$ cat src/rtl/tse_pkg.sv
// constants, encodings and pin carrier for the three-wire serial word memory
// assumes a single 20 MHz system clock samples all three host pins
package tse_pkg;

	// array shape
	localparam int ADDR_W = 6;
	localparam int DATA_W = 16;
	localparam int OP_W = 2;
	localparam int WORDS = 64;
	localparam int CMD_BITS = OP_W + ADDR_W;
	localparam int CNT_W = 5;
	localparam logic [CNT_W-1:0] CMD_LAST = 5'h07;
	localparam logic [CNT_W-1:0] DATA_LAST = 5'h0f;

	// op codes following the start bit
	localparam logic [OP_W-1:0] OP_EXT = 2'h0;
	localparam logic [OP_W-1:0] OP_WRITE = 2'h1;
	localparam logic [OP_W-1:0] OP_READ = 2'h2;
	localparam logic [OP_W-1:0] OP_ERASE = 2'h3;

	// top two address bits select the extended command under OP_EXT
	localparam logic [1:0] EXT_DISABLE = 2'h0;
	localparam logic [1:0] EXT_WRITE_ALL = 2'h1;
	localparam logic [1:0] EXT_ERASE_ALL = 2'h2;
	localparam logic [1:0] EXT_ENABLE = 2'h3;

	localparam logic [DATA_W-1:0] ERASED_WORD = 16'hffff;
	localparam logic [DATA_W-1:0] ZERO_WORD = 16'h0000;

	// timing
	localparam int CLK_PERIOD_NS = 50;
	localparam int CLK_MHZ = 20;
	localparam int T_CS_LOW_NS = 250;
	localparam int CS_LOW_MIN_CYC = (T_CS_LOW_NS + CLK_PERIOD_NS - 1) / CLK_PERIOD_NS;
	localparam int CSL_W = 3;
	localparam int T_WP_US = 3000;
	localparam int PROG_CYC_DEF = T_WP_US * CLK_MHZ;
	localparam int PROG_W = 24;

	// sequencer states, one-hot
	typedef enum logic [6:0] {
		ST_IDLE = 7'h01,
		ST_WAIT_START = 7'h02,
		ST_CMD = 7'h04,
		ST_DATA = 7'h08,
		ST_READ = 7'h10,
		ST_STATUS = 7'h20,
		ST_DONE = 7'h40
	} tse_state_e;

	// host pins travel together through the synchroniser
	typedef struct packed {
		logic cs;
		logic sk;
		logic di;
	} tse_pins_s;

endpackage

$ cat src/rtl/tse_eeprom.sv
// three-wire serial word memory: instruction decoder, access sequencer,
// self-timed programming and ready/busy answer, 64 words of 16 bits
// assumes host pins are asynchronous to clk_sys and the serial clock is far slower
`timescale 1ns/1ps
`default_nettype none
module tse_eeprom
	import tse_pkg::*;
#(
	parameter int PROG_CYC = PROG_CYC_DEF
) (
	input wire logic clk_sys, // 20 MHz system clock
	input wire logic rst_b, // active-low asynchronous reset, power-up
	input wire logic chip_select_pin, // chip select from host, active high
	input wire logic serial_clock_pin, // serial clock from host
	input wire logic serial_in_pin, // serial data from host
	output logic serial_out_pin, // serial data or ready/busy to host
	output logic serial_out_oe // high while serial_out_pin is driven
);

	////////////////////////////////////////////////////////////////////////
	// reset release and pin synchronisation

	logic rst_meta;
	logic rst_n;

	always_ff @(posedge clk_sys or negedge rst_b) begin
		if (!rst_b) begin
			rst_meta <= 1'b0;
			rst_n <= 1'b0;
		end else begin
			rst_meta <= 1'b1;
			rst_n <= rst_meta;
		end
	end

	tse_pins_s pins_raw;
	tse_pins_s pins;
	tse_pins_s pins_d;

	assign pins_raw.cs = chip_select_pin;
	assign pins_raw.sk = serial_clock_pin;
	assign pins_raw.di = serial_in_pin;

	tse_sync #(
		.W($bits(tse_pins_s))
	) u_sync (
		.clk(clk_sys),
		.rst_n(rst_n),
		.d(pins_raw),
		.q(pins)
	);

	always_ff @(posedge clk_sys or negedge rst_n) begin
		if (!rst_n) begin
			pins_d <= '0;
		end else begin
			pins_d <= pins;
		end
	end

	logic sk_rise;
	logic cs_rise;

	assign sk_rise = pins.cs & pins.sk & ~pins_d.sk;
	assign cs_rise = pins.cs & ~pins_d.cs;

	////////////////////////////////////////////////////////////////////////
	// chip select low time, for the status request

	logic [CSL_W-1:0] cs_low_cnt;
	logic cs_low_ok;

	always_ff @(posedge clk_sys or negedge rst_n) begin
		if (!rst_n) begin
			cs_low_cnt <= '0;
		end else if (pins.cs) begin
			cs_low_cnt <= '0;
		end else if (cs_low_cnt < CSL_W'(CS_LOW_MIN_CYC)) begin
			cs_low_cnt <= cs_low_cnt + 1'b1;
		end
	end

	assign cs_low_ok = (cs_low_cnt >= CSL_W'(CS_LOW_MIN_CYC));

	////////////////////////////////////////////////////////////////////////
	// instruction sequencer

	tse_state_e state;
	logic [CNT_W-1:0] bit_cnt;
	logic [CMD_BITS-1:0] cmd_sr;
	logic [CMD_BITS-1:0] next_cmd;
	logic [DATA_W-1:0] data_sr;
	logic [DATA_W-1:0] next_data;
	logic [DATA_W-1:0] out_sr;
	logic [OP_W-1:0] cur_op;
	logic [ADDR_W-1:0] cur_addr;
	logic prog_en;
	logic busy;
	logic cmd_done;
	logic data_done;
	logic rd_start;
	logic rd_shift;
	logic prog_go;
	logic prog_all;
	logic [DATA_W-1:0] prog_word;
	logic [ADDR_W-1:0] prog_addr_in;
	logic start_seen;

	assign next_cmd = {cmd_sr[CMD_BITS-2:0], pins.di};
	assign next_data = {data_sr[DATA_W-2:0], pins.di};
	assign cmd_done = (state == ST_CMD) && sk_rise && (bit_cnt == CMD_LAST);
	assign data_done = (state == ST_DATA) && sk_rise && (bit_cnt == DATA_LAST);
	// a new instruction is refused while a programming cycle runs
	assign start_seen = sk_rise && pins.di && !busy;
	assign rd_start = cmd_done && (next_cmd[CMD_BITS-1 -: OP_W] == OP_READ);
	assign rd_shift = (state == ST_READ) && sk_rise;

	always_ff @(posedge clk_sys or negedge rst_n) begin
		if (!rst_n) begin
			state <= ST_IDLE;
			bit_cnt <= '0;
			cmd_sr <= '0;
			data_sr <= '0;
			cur_op <= OP_EXT;
			cur_addr <= '0;
		end else if (!pins.cs) begin
			state <= ST_IDLE;
			bit_cnt <= '0;
		end else begin
			case (state)
				ST_IDLE: begin
					// only a fresh rise after a long enough low asks for status
					if (cs_rise && busy && cs_low_ok) begin
						state <= ST_STATUS;
					end else begin
						state <= ST_WAIT_START;
					end
				end
				ST_WAIT_START, ST_STATUS: begin
					if (start_seen) begin
						state <= ST_CMD;
						bit_cnt <= '0;
					end
				end
				ST_CMD: begin
					if (sk_rise) begin
						cmd_sr <= next_cmd;
						bit_cnt <= bit_cnt + 1'b1;
						if (bit_cnt == CMD_LAST) begin
							cur_op <= next_cmd[CMD_BITS-1 -: OP_W];
							cur_addr <= next_cmd[ADDR_W-1:0];
							bit_cnt <= '0;
							case (next_cmd[CMD_BITS-1 -: OP_W])
								OP_READ: state <= ST_READ;
								OP_WRITE: state <= ST_DATA;
								OP_ERASE: state <= ST_DONE;
								OP_EXT: begin
									if (next_cmd[ADDR_W-1 -: 2] == EXT_WRITE_ALL) begin
										state <= ST_DATA;
									end else begin
										state <= ST_DONE;
									end
								end
								default: state <= ST_DONE;
							endcase
						end
					end
				end
				ST_DATA: begin
					if (sk_rise) begin
						data_sr <= next_data;
						bit_cnt <= bit_cnt + 1'b1;
						if (bit_cnt == DATA_LAST) begin
							state <= ST_DONE;
						end
					end
				end
				ST_READ: begin
					if (sk_rise) begin
						bit_cnt <= bit_cnt + 1'b1;
						if (bit_cnt == DATA_LAST) begin
							state <= ST_DONE;
						end
					end
				end
				ST_DONE: begin
					state <= ST_DONE;
				end
				default: begin
					state <= ST_IDLE;
				end
			endcase
		end
	end

	////////////////////////////////////////////////////////////////////////
	// programming enable latch, cleared only by reset or disable

	always_ff @(posedge clk_sys or negedge rst_n) begin
		if (!rst_n) begin
			prog_en <= 1'b0;
		end else if (cmd_done && next_cmd[CMD_BITS-1 -: OP_W] == OP_EXT) begin
			if (next_cmd[ADDR_W-1 -: 2] == EXT_ENABLE) begin
				prog_en <= 1'b1;
			end else if (next_cmd[ADDR_W-1 -: 2] == EXT_DISABLE) begin
				prog_en <= 1'b0;
			end
		end
	end

	////////////////////////////////////////////////////////////////////////
	// programming request: erase kinds fire at decode, write kinds after data

	always_comb begin
		prog_go = 1'b0;
		prog_all = 1'b0;
		prog_word = ERASED_WORD;
		prog_addr_in = next_cmd[ADDR_W-1:0];
		if (cmd_done && prog_en) begin
			if (next_cmd[CMD_BITS-1 -: OP_W] == OP_ERASE) begin
				prog_go = 1'b1;
			end else if (next_cmd[CMD_BITS-1 -: OP_W] == OP_EXT &&
				next_cmd[ADDR_W-1 -: 2] == EXT_ERASE_ALL) begin
				prog_go = 1'b1;
				prog_all = 1'b1;
			end
		end else if (data_done && prog_en) begin
			prog_go = 1'b1;
			prog_word = next_data;
			prog_addr_in = cur_addr;
			prog_all = (cur_op == OP_EXT);
		end
	end

	////////////////////////////////////////////////////////////////////////
	// self-timed programming cycle

	logic [PROG_W-1:0] prog_cnt;
	logic pend_all;
	logic [ADDR_W-1:0] pend_addr;
	logic [DATA_W-1:0] pend_word;
	logic prog_end;

	assign prog_end = busy && (prog_cnt == PROG_W'(1));

	always_ff @(posedge clk_sys or negedge rst_n) begin
		if (!rst_n) begin
			busy <= 1'b0;
			prog_cnt <= '0;
			pend_all <= 1'b0;
			pend_addr <= '0;
			pend_word <= ZERO_WORD;
		end else if (prog_go && !busy) begin
			busy <= 1'b1;
			prog_cnt <= PROG_W'(PROG_CYC);
			pend_all <= prog_all;
			pend_addr <= prog_addr_in;
			pend_word <= prog_word;
		end else if (busy) begin
			prog_cnt <= prog_cnt - 1'b1;
			if (prog_end) begin
				busy <= 1'b0;
			end
		end
	end

	////////////////////////////////////////////////////////////////////////
	// array storage, committed at the end of the cycle

	logic [DATA_W-1:0] mem [WORDS];

	always_ff @(posedge clk_sys or negedge rst_n) begin
		if (!rst_n) begin
			for (int i = 0; i < WORDS; i++) begin
				mem[i] <= ERASED_WORD;
			end
		end else if (prog_end) begin
			for (int i = 0; i < WORDS; i++) begin
				if (pend_all || pend_addr == ADDR_W'(i)) begin
					mem[i] <= pend_word;
				end
			end
		end
	end

	////////////////////////////////////////////////////////////////////////
	// read shifter

	always_ff @(posedge clk_sys or negedge rst_n) begin
		if (!rst_n) begin
			out_sr <= ZERO_WORD;
		end else if (rd_start) begin
			out_sr <= mem[next_cmd[ADDR_W-1:0]];
		end else if (rd_shift) begin
			out_sr <= {out_sr[DATA_W-2:0], 1'b0};
		end
	end

	////////////////////////////////////////////////////////////////////////
	// serial output pin; released whenever chip select is low

	always_ff @(posedge clk_sys or negedge rst_n) begin
		if (!rst_n) begin
			serial_out_pin <= 1'b0;
			serial_out_oe <= 1'b0;
		end else if (!pins.cs) begin
			serial_out_oe <= 1'b0;
		end else if (rd_start) begin
			serial_out_pin <= 1'b0;
			serial_out_oe <= 1'b1;
		end else if (rd_shift) begin
			serial_out_pin <= out_sr[DATA_W-1];
		end else if (state == ST_IDLE && cs_rise && busy && cs_low_ok) begin
			serial_out_pin <= 1'b0;
			serial_out_oe <= 1'b1;
		end else if (state == ST_STATUS) begin
			if (start_seen) begin
				serial_out_oe <= 1'b0;
			end else begin
				serial_out_pin <= ~busy;
			end
		end
	end

endmodule // tse_eeprom
`default_nettype wire

$ cat src/rtl/tse_sync.sv
// two-flop synchroniser for a group of asynchronous levels
// assumes an active-low reset already local to clk
`timescale 1ns/1ps
`default_nettype none
module tse_sync #(
	parameter int W = 1
) (
	input wire logic clk, // sampling clock
	input wire logic rst_n, // active-low reset
	input wire logic [W-1:0] d, // asynchronous levels
	output logic [W-1:0] q // synchronised levels
);
	logic [W-1:0] meta;

	always_ff @(posedge clk or negedge rst_n) begin
		if (!rst_n) begin
			meta <= '0;
			q <= '0;
		end else begin
			meta <= d;
			q <= meta;
		end
	end
endmodule // tse_sync
`default_nettype wire

$ cat config.mk
export PLATFORM = sky130hd
export DESIGN_NAME = tse_eeprom
export DESIGN_NICKNAME = d
export VERILOG_FILES = /design/src/rtl/tse_pkg.sv /design/src/rtl/tse_eeprom.sv /design/src/rtl/tse_sync.sv
export SDC_FILE = /design/constraint.sdc
export NUM_CORES = 2
export LEC_CHECK = 0
export ABC_AREA = 0
export BUFFER_PORTS_ARGS = -buffer_cell sky130_fd_sc_hd__buf_2
export CORE_ASPECT_RATIO = 1.1
export CORE_MARGIN = 1.5
export CORE_UTILIZATION = 39
export CTS_CLUSTER_SIZE = 10
export DETAILED_ROUTE_END_ITERATION = 6
export PLACE_DENSITY_LB_ADDON = 0.12
export SYNTH_ARGS = -nofsm -noshare
export SYNTH_HDL_FRONTEND = slang
export SYNTH_SLANG_ARGS = --single-unit
$ cat constraint.sdc
create_clock -name clk_sys -period 55 [get_ports clk_sys]
set_clock_uncertainty 0.05 [all_clocks]
set_input_delay 16.5 -clock clk_sys [delete_from_list [all_inputs] [get_ports clk_sys]]
set_output_delay 16.5 -clock clk_sys [all_outputs]
set_load 0.02 [all_outputs]
# ---- Word level (Yosys, flattened, before mapping)
# Index checks and enable logic that the tools add are counted.
dict set report totals {
  latch_bits 0
  in_bits 5
  mem_bits_rw 0
  elab_cells 407
  output_inout_bits 2
  n_memories 0
  reg_bits 1146
  romBits 0
}
dict set report classes {
  addsub 3
  n_eq_ne 89
  div 0
  order_cmp 3
  n_mul 0
  n_shift 0
  reduce_logical 167
  n_mux 52
  n_bitwise 7
}
# cell count
set op_table {}
lappend op_table {{6-bit equality test, second input constant} 32}
lappend op_table {{2-bit AND reduction} 65}
lappend op_table {{16-bit binary-select mux with 6-bit select} 1}
lappend op_table {{6-bit by 5-bit equality test with 1-bit output, second input constant} 16}
lappend op_table {{16-bit 2-to-1 mux} 6}
lappend op_table {{1-bit logical OR} 64}
lappend op_table {{7-bit 2-to-1 mux} 7}
lappend op_table {{6-bit by 4-bit equality test with 1-bit output, second input constant} 8}
lappend op_table {{24-bit 2-to-1 mux} 2}
lappend op_table {{7-bit case mux with 5 select lines} 1}
lappend op_table {{7-bit case mux with 4 select lines} 1}
lappend op_table {{5-bit 2-to-1 mux} 5}
lappend op_table {{24-bit by 1-bit equality test with 1-bit output, second input constant} 1}
lappend op_table {{6-bit by 3-bit equality test with 1-bit output, second input constant} 4}
lappend op_table {{24-bit by 1-bit subtractor with 24-bit output, second input constant} 1}
lappend op_table {{1-bit 2-to-1 mux} 23}
lappend op_table {{1-bit logical AND} 19}
lappend op_table {{6-bit 2-to-1 mux} 3}
lappend op_table {{3-bit inequality test, second input constant} 6}
lappend op_table {{5-bit case mux with 3 select lines} 1}
lappend op_table {{6-bit by 2-bit equality test with 1-bit output, second input constant} 2}
lappend op_table {{4-bit inequality test, second input constant} 3}
lappend op_table {{3-bit AND reduction} 4}
lappend op_table {{2-bit equality test, second input constant} 4}
lappend op_table {{29 further kinds} 42}

# ---- Longest topological paths before layout
dict set report logic_depth {
  ltp_word 10
  ltp_mapped 11
}

# ---- Cells and area by module
# From an unflattened synthesis, not the netlist that was laid out.
dict set report hier_totals {
  cells_unflattened 3515
  area_unflattened_um2 56284.0
}
# module area_each_um2 cells_per_inst seq_area_each_um2 instances
set modules_own_cells {}
lappend modules_own_cells {tse_eeprom 56133.8 3509 29809.8 1}
lappend modules_own_cells {tse_sync 150.1 6 150.1 1}

# ---- Worst setup path before layout
# Ideal clock, no wire load.
dict set report synth_path {
  path_kind {reg2out}
  from {register serial_out_oe}
  to {output serial_out_oe}
  required_ps 38450
  arrival_time_ps 437
  path_slack_ps 38013
  stages_incl_launch_ff 1
  cell_sequence {dfrtp_1}
}
# item line_no
set synth_rtl {}
lappend synth_rtl {{from (decl)} tse_eeprom.sv:17} ;# output logic serial_out_oe
lappend synth_rtl {{from (signal assigned)} tse_eeprom.sv:305} ;# serial_out_oe <= 1'b0;
lappend synth_rtl {{from (signal assigned)} tse_eeprom.sv:307} ;# serial_out_oe <= 1'b0;
lappend synth_rtl {{from (signal assigned)} tse_eeprom.sv:310} ;# serial_out_oe <= 1'b1;
# No word-level cell between the ends.

# ---- Worst setup path after layout
dict set report layout_path {
  from {register serial_out_oe}
  to {output serial_out_oe}
}
# No word-level cell between the ends.

==> out/qor.csv <==
metric,value,unit
"CTS clk-pin slew, worst paths",0.05,ns
Final Max Tran Viols,0,
crit-path max cell delay,0.39,ns
Clock power frac,48.1,%
Buf/Inv on CP,1,
max frequency,56.0,MHz
Syn Area/Cell,15.6,sq um
core box area,136000,sq um
Post-CTS Hold Buffers,0,
DPL Wire Length,84000,microns
Nets,3370,
TritonCTS buffer count,137,
Worst Hold Depth,0,
Worst EP required,38.45,ns
GRT overflow,0,
fraction of layout cells with a size suffix above 1,79.1,%
antenna-violating nets left,0,
routed len/inst,27.8,microns
synthesized area,53600,sq um
cell count after synthesis,3428,
count of different cell masters after synthesis,69,
CP max-delay cell,dfrtp_1,
critical-path cell list,buf_2,
Worst Setup Start Kind,register,
status,"finished, violations left",
DR pass1 iterations,7,
crit path time final,17.87,ns
Logic pwr share,2.3,%
crit-path leading delay family,flip-flops,
Clock Latency Late Sink,0.77,ns
"commonest non-fill, non-tap cell in the layout",mux2_2,
Finish-stage setup viols,0,
Psw,377,uW
Post-synth EDFFs,0,
die height,392,microns
io pins,7,
Synth area leader,dfstp_2,
P_int,1.34,mW
Bufs on Longest Clock Path,3,
Hold Path Class,reg -> reg,
Synth area leaders,"dfstp_2 (50%), mux2_2 (22%), mux4_2 (12%), dfrtp_1 (5.7%), clkbuf_1 (1.3%)",
Final Hold Viols,0,
Post-CTS Resized,0,
Layout Area Growth over Synthesis,10.5,%
most frequent cells in the layout,"mux2_2 (1040), dfstp_2 (1025), mux4_2 (284)",
Starting DRT DRC Count,2124,
Yosys warning total,0,
GP Congestion,0.805,
largest net degree at the start of global routing,184,
# rows,142,
Critical Path Stages,1,
first-pass GRT wire length,218000,microns
Die Width,356,microns
# port buffers,6,
RSZ-0062 raised after global routing,false,
Clock Sink Count,1146,
via count,29900,
crit-path max FO,3,
max-cap violations,0,
PwrDens,29.1,nW/um^2
vias in the first global route,32800,
register bit count reported by yosys,1146,
Post-CTS Setup Bufs,0,
Pleak,22.8,nW
Async SR Flop Fraction,100,%
Slew HR,17.8,%
initial antenna violation count,1,
Sw Share,21.9,%
Worst Reg2Reg Path Length in Cells,8,
CTS tree,yes,
Worst Setup Path Type,reg -> out,
post-synthesis sequential area ratio,55.9,%
final worst-path cycle share,32.5,%
DIE AREA,140000,sq um
Starting Density,39.3,%
Final Power,1.72,mW
failing checks,DRC,
DP Worst Slack,37.90,ns
area fraction of the dominant cell type after synthesis,50.3,%
worst-margin pin slew,1.23,ns
Final WS setup,37.13,ns
htree depth,4,
Residual DRC,2,
ys flop type,dfstp_2,
final WL,145000,microns
sequential share of power,49.6,%
syn nets,3442,
Final TNS setup,0,ns
clock root buffer,clkbuf_16,
maximum VDD drop,0.0263,mV
Worst Setup End Kind,output port,
vias per cell,5.73,
gr usage total,21.2,%
Worst EP arrival,1.32,ns
[cells by family after synthesis]
group | after synthesis | synth area share, %
mux | 1350 | 34.3
fa+ha+maj | 9 | 0.210
buf+inv | 348 | 2.96
flops | 1146 | 55.9
simple gates | 306 | 3.22
compound gates | 263 | 3.30
other cells | 1 | 0.00700
xor+xnor | 5 | 0.0817
[power by group through the flow]
stage / clock network [mW] / logic (mW) / registers [mW]
after floorplan: 0 / 0.0209 / 0.869
after global placement: 0 / 0.0400 / 0.865
after detailed placement: 0 / 0.0414 / 0.865
after CTS: 0.856 / 0.0415 / 0.853
after global routing: 0.888 / 0.0445 / 0.853
final: 0.828 / 0.0397 / 0.853
[metal layers]
layer	track usage, %	wire length (microns)	up-vias
li1	-	-	12500
met1	28.5	63900	16600
met2	34.7	71400	548
met3	2.95	5050	220
met4	7.79	4800	0
met5	0	0	-
[cells in the mapped netlist (17+ instances only)]
library cell and n:
mux2_2 1040, dfstp_2 1025, mux4_2 284, clkbuf_1 179
dfrtp_1 121, a21oi_1 80, buf_2 65, nand2_1 58
nor2_1 49, buf_4 43, nor2_2 40, inv_1 39
a22oi_1 30, o21ai_0 27, o22ai_1 27, nor2b_1 24
nor3_1 23, nand3_1 20, and3_1 19, a211oi_1 17
[worst paths after layout]
kind / start / end / slack [ns]
setup / recovery: serial_out_oe / serial_out_oe / 37.13
hold / removal: rst_meta / rst_n / 0.30
setup reg to reg: u_sync.q[0] / out_sr[12] / 50.15
hold reg to reg: rst_meta / rst_n / 0.30
max in group asynchronous: rst_b / rst_n / 39.32
min in group asynchronous: rst_n / u_sync.meta[0] / 0.31
[cell type report]
cell class	count	area, sq um
Timing Repair Buffer	97	763
Clock inverter	11	158
Clock buffer	189	3790
Inverter	40	150
Fill cell	11800	77100
Multi-Input combinational cell	1934	22100
Sequential cell	1146	30000
Antenna cell	1	2.50
Tap cell	1800	2250
[registers in the layout (all words and copies together), names as in the netlist]
name / count
cur_addr: 6
rst_n: 1
mem: 1024
cur_op: 2
pend_all: 1
serial_out_oe: 1
rst_meta: 1
pend_addr: 6
pend_word: 16
state: 7
serial_out_pin: 1
u_sync.q: 3
cs_low_cnt: 3
prog_en: 1
cmd_sr: 7
data_sr: 15
pins_d: 2
out_sr: 16
u_sync.meta: 3
bit_cnt: 5
busy: 1
prog_cnt: 24
[through the flow]
stage / hold slack (ns) / instances / cell area, sq um / utilization [%]
after floorplan: 0.281 / 3428 / 53600 / -
after global placement: 0.294 / 5017 / 55300 / 40.6
after detailed placement: 0.287 / 5017 / 55300 / 40.6
after CTS: 0.308 / 5217 / 59200 / 43.4
after global routing: 0.319 / 5217 / 59200 / 43.4
final: 0.302 / 5218 / 59200 / 43.4
Note: power is estimated with default switching activity, not from simulation.
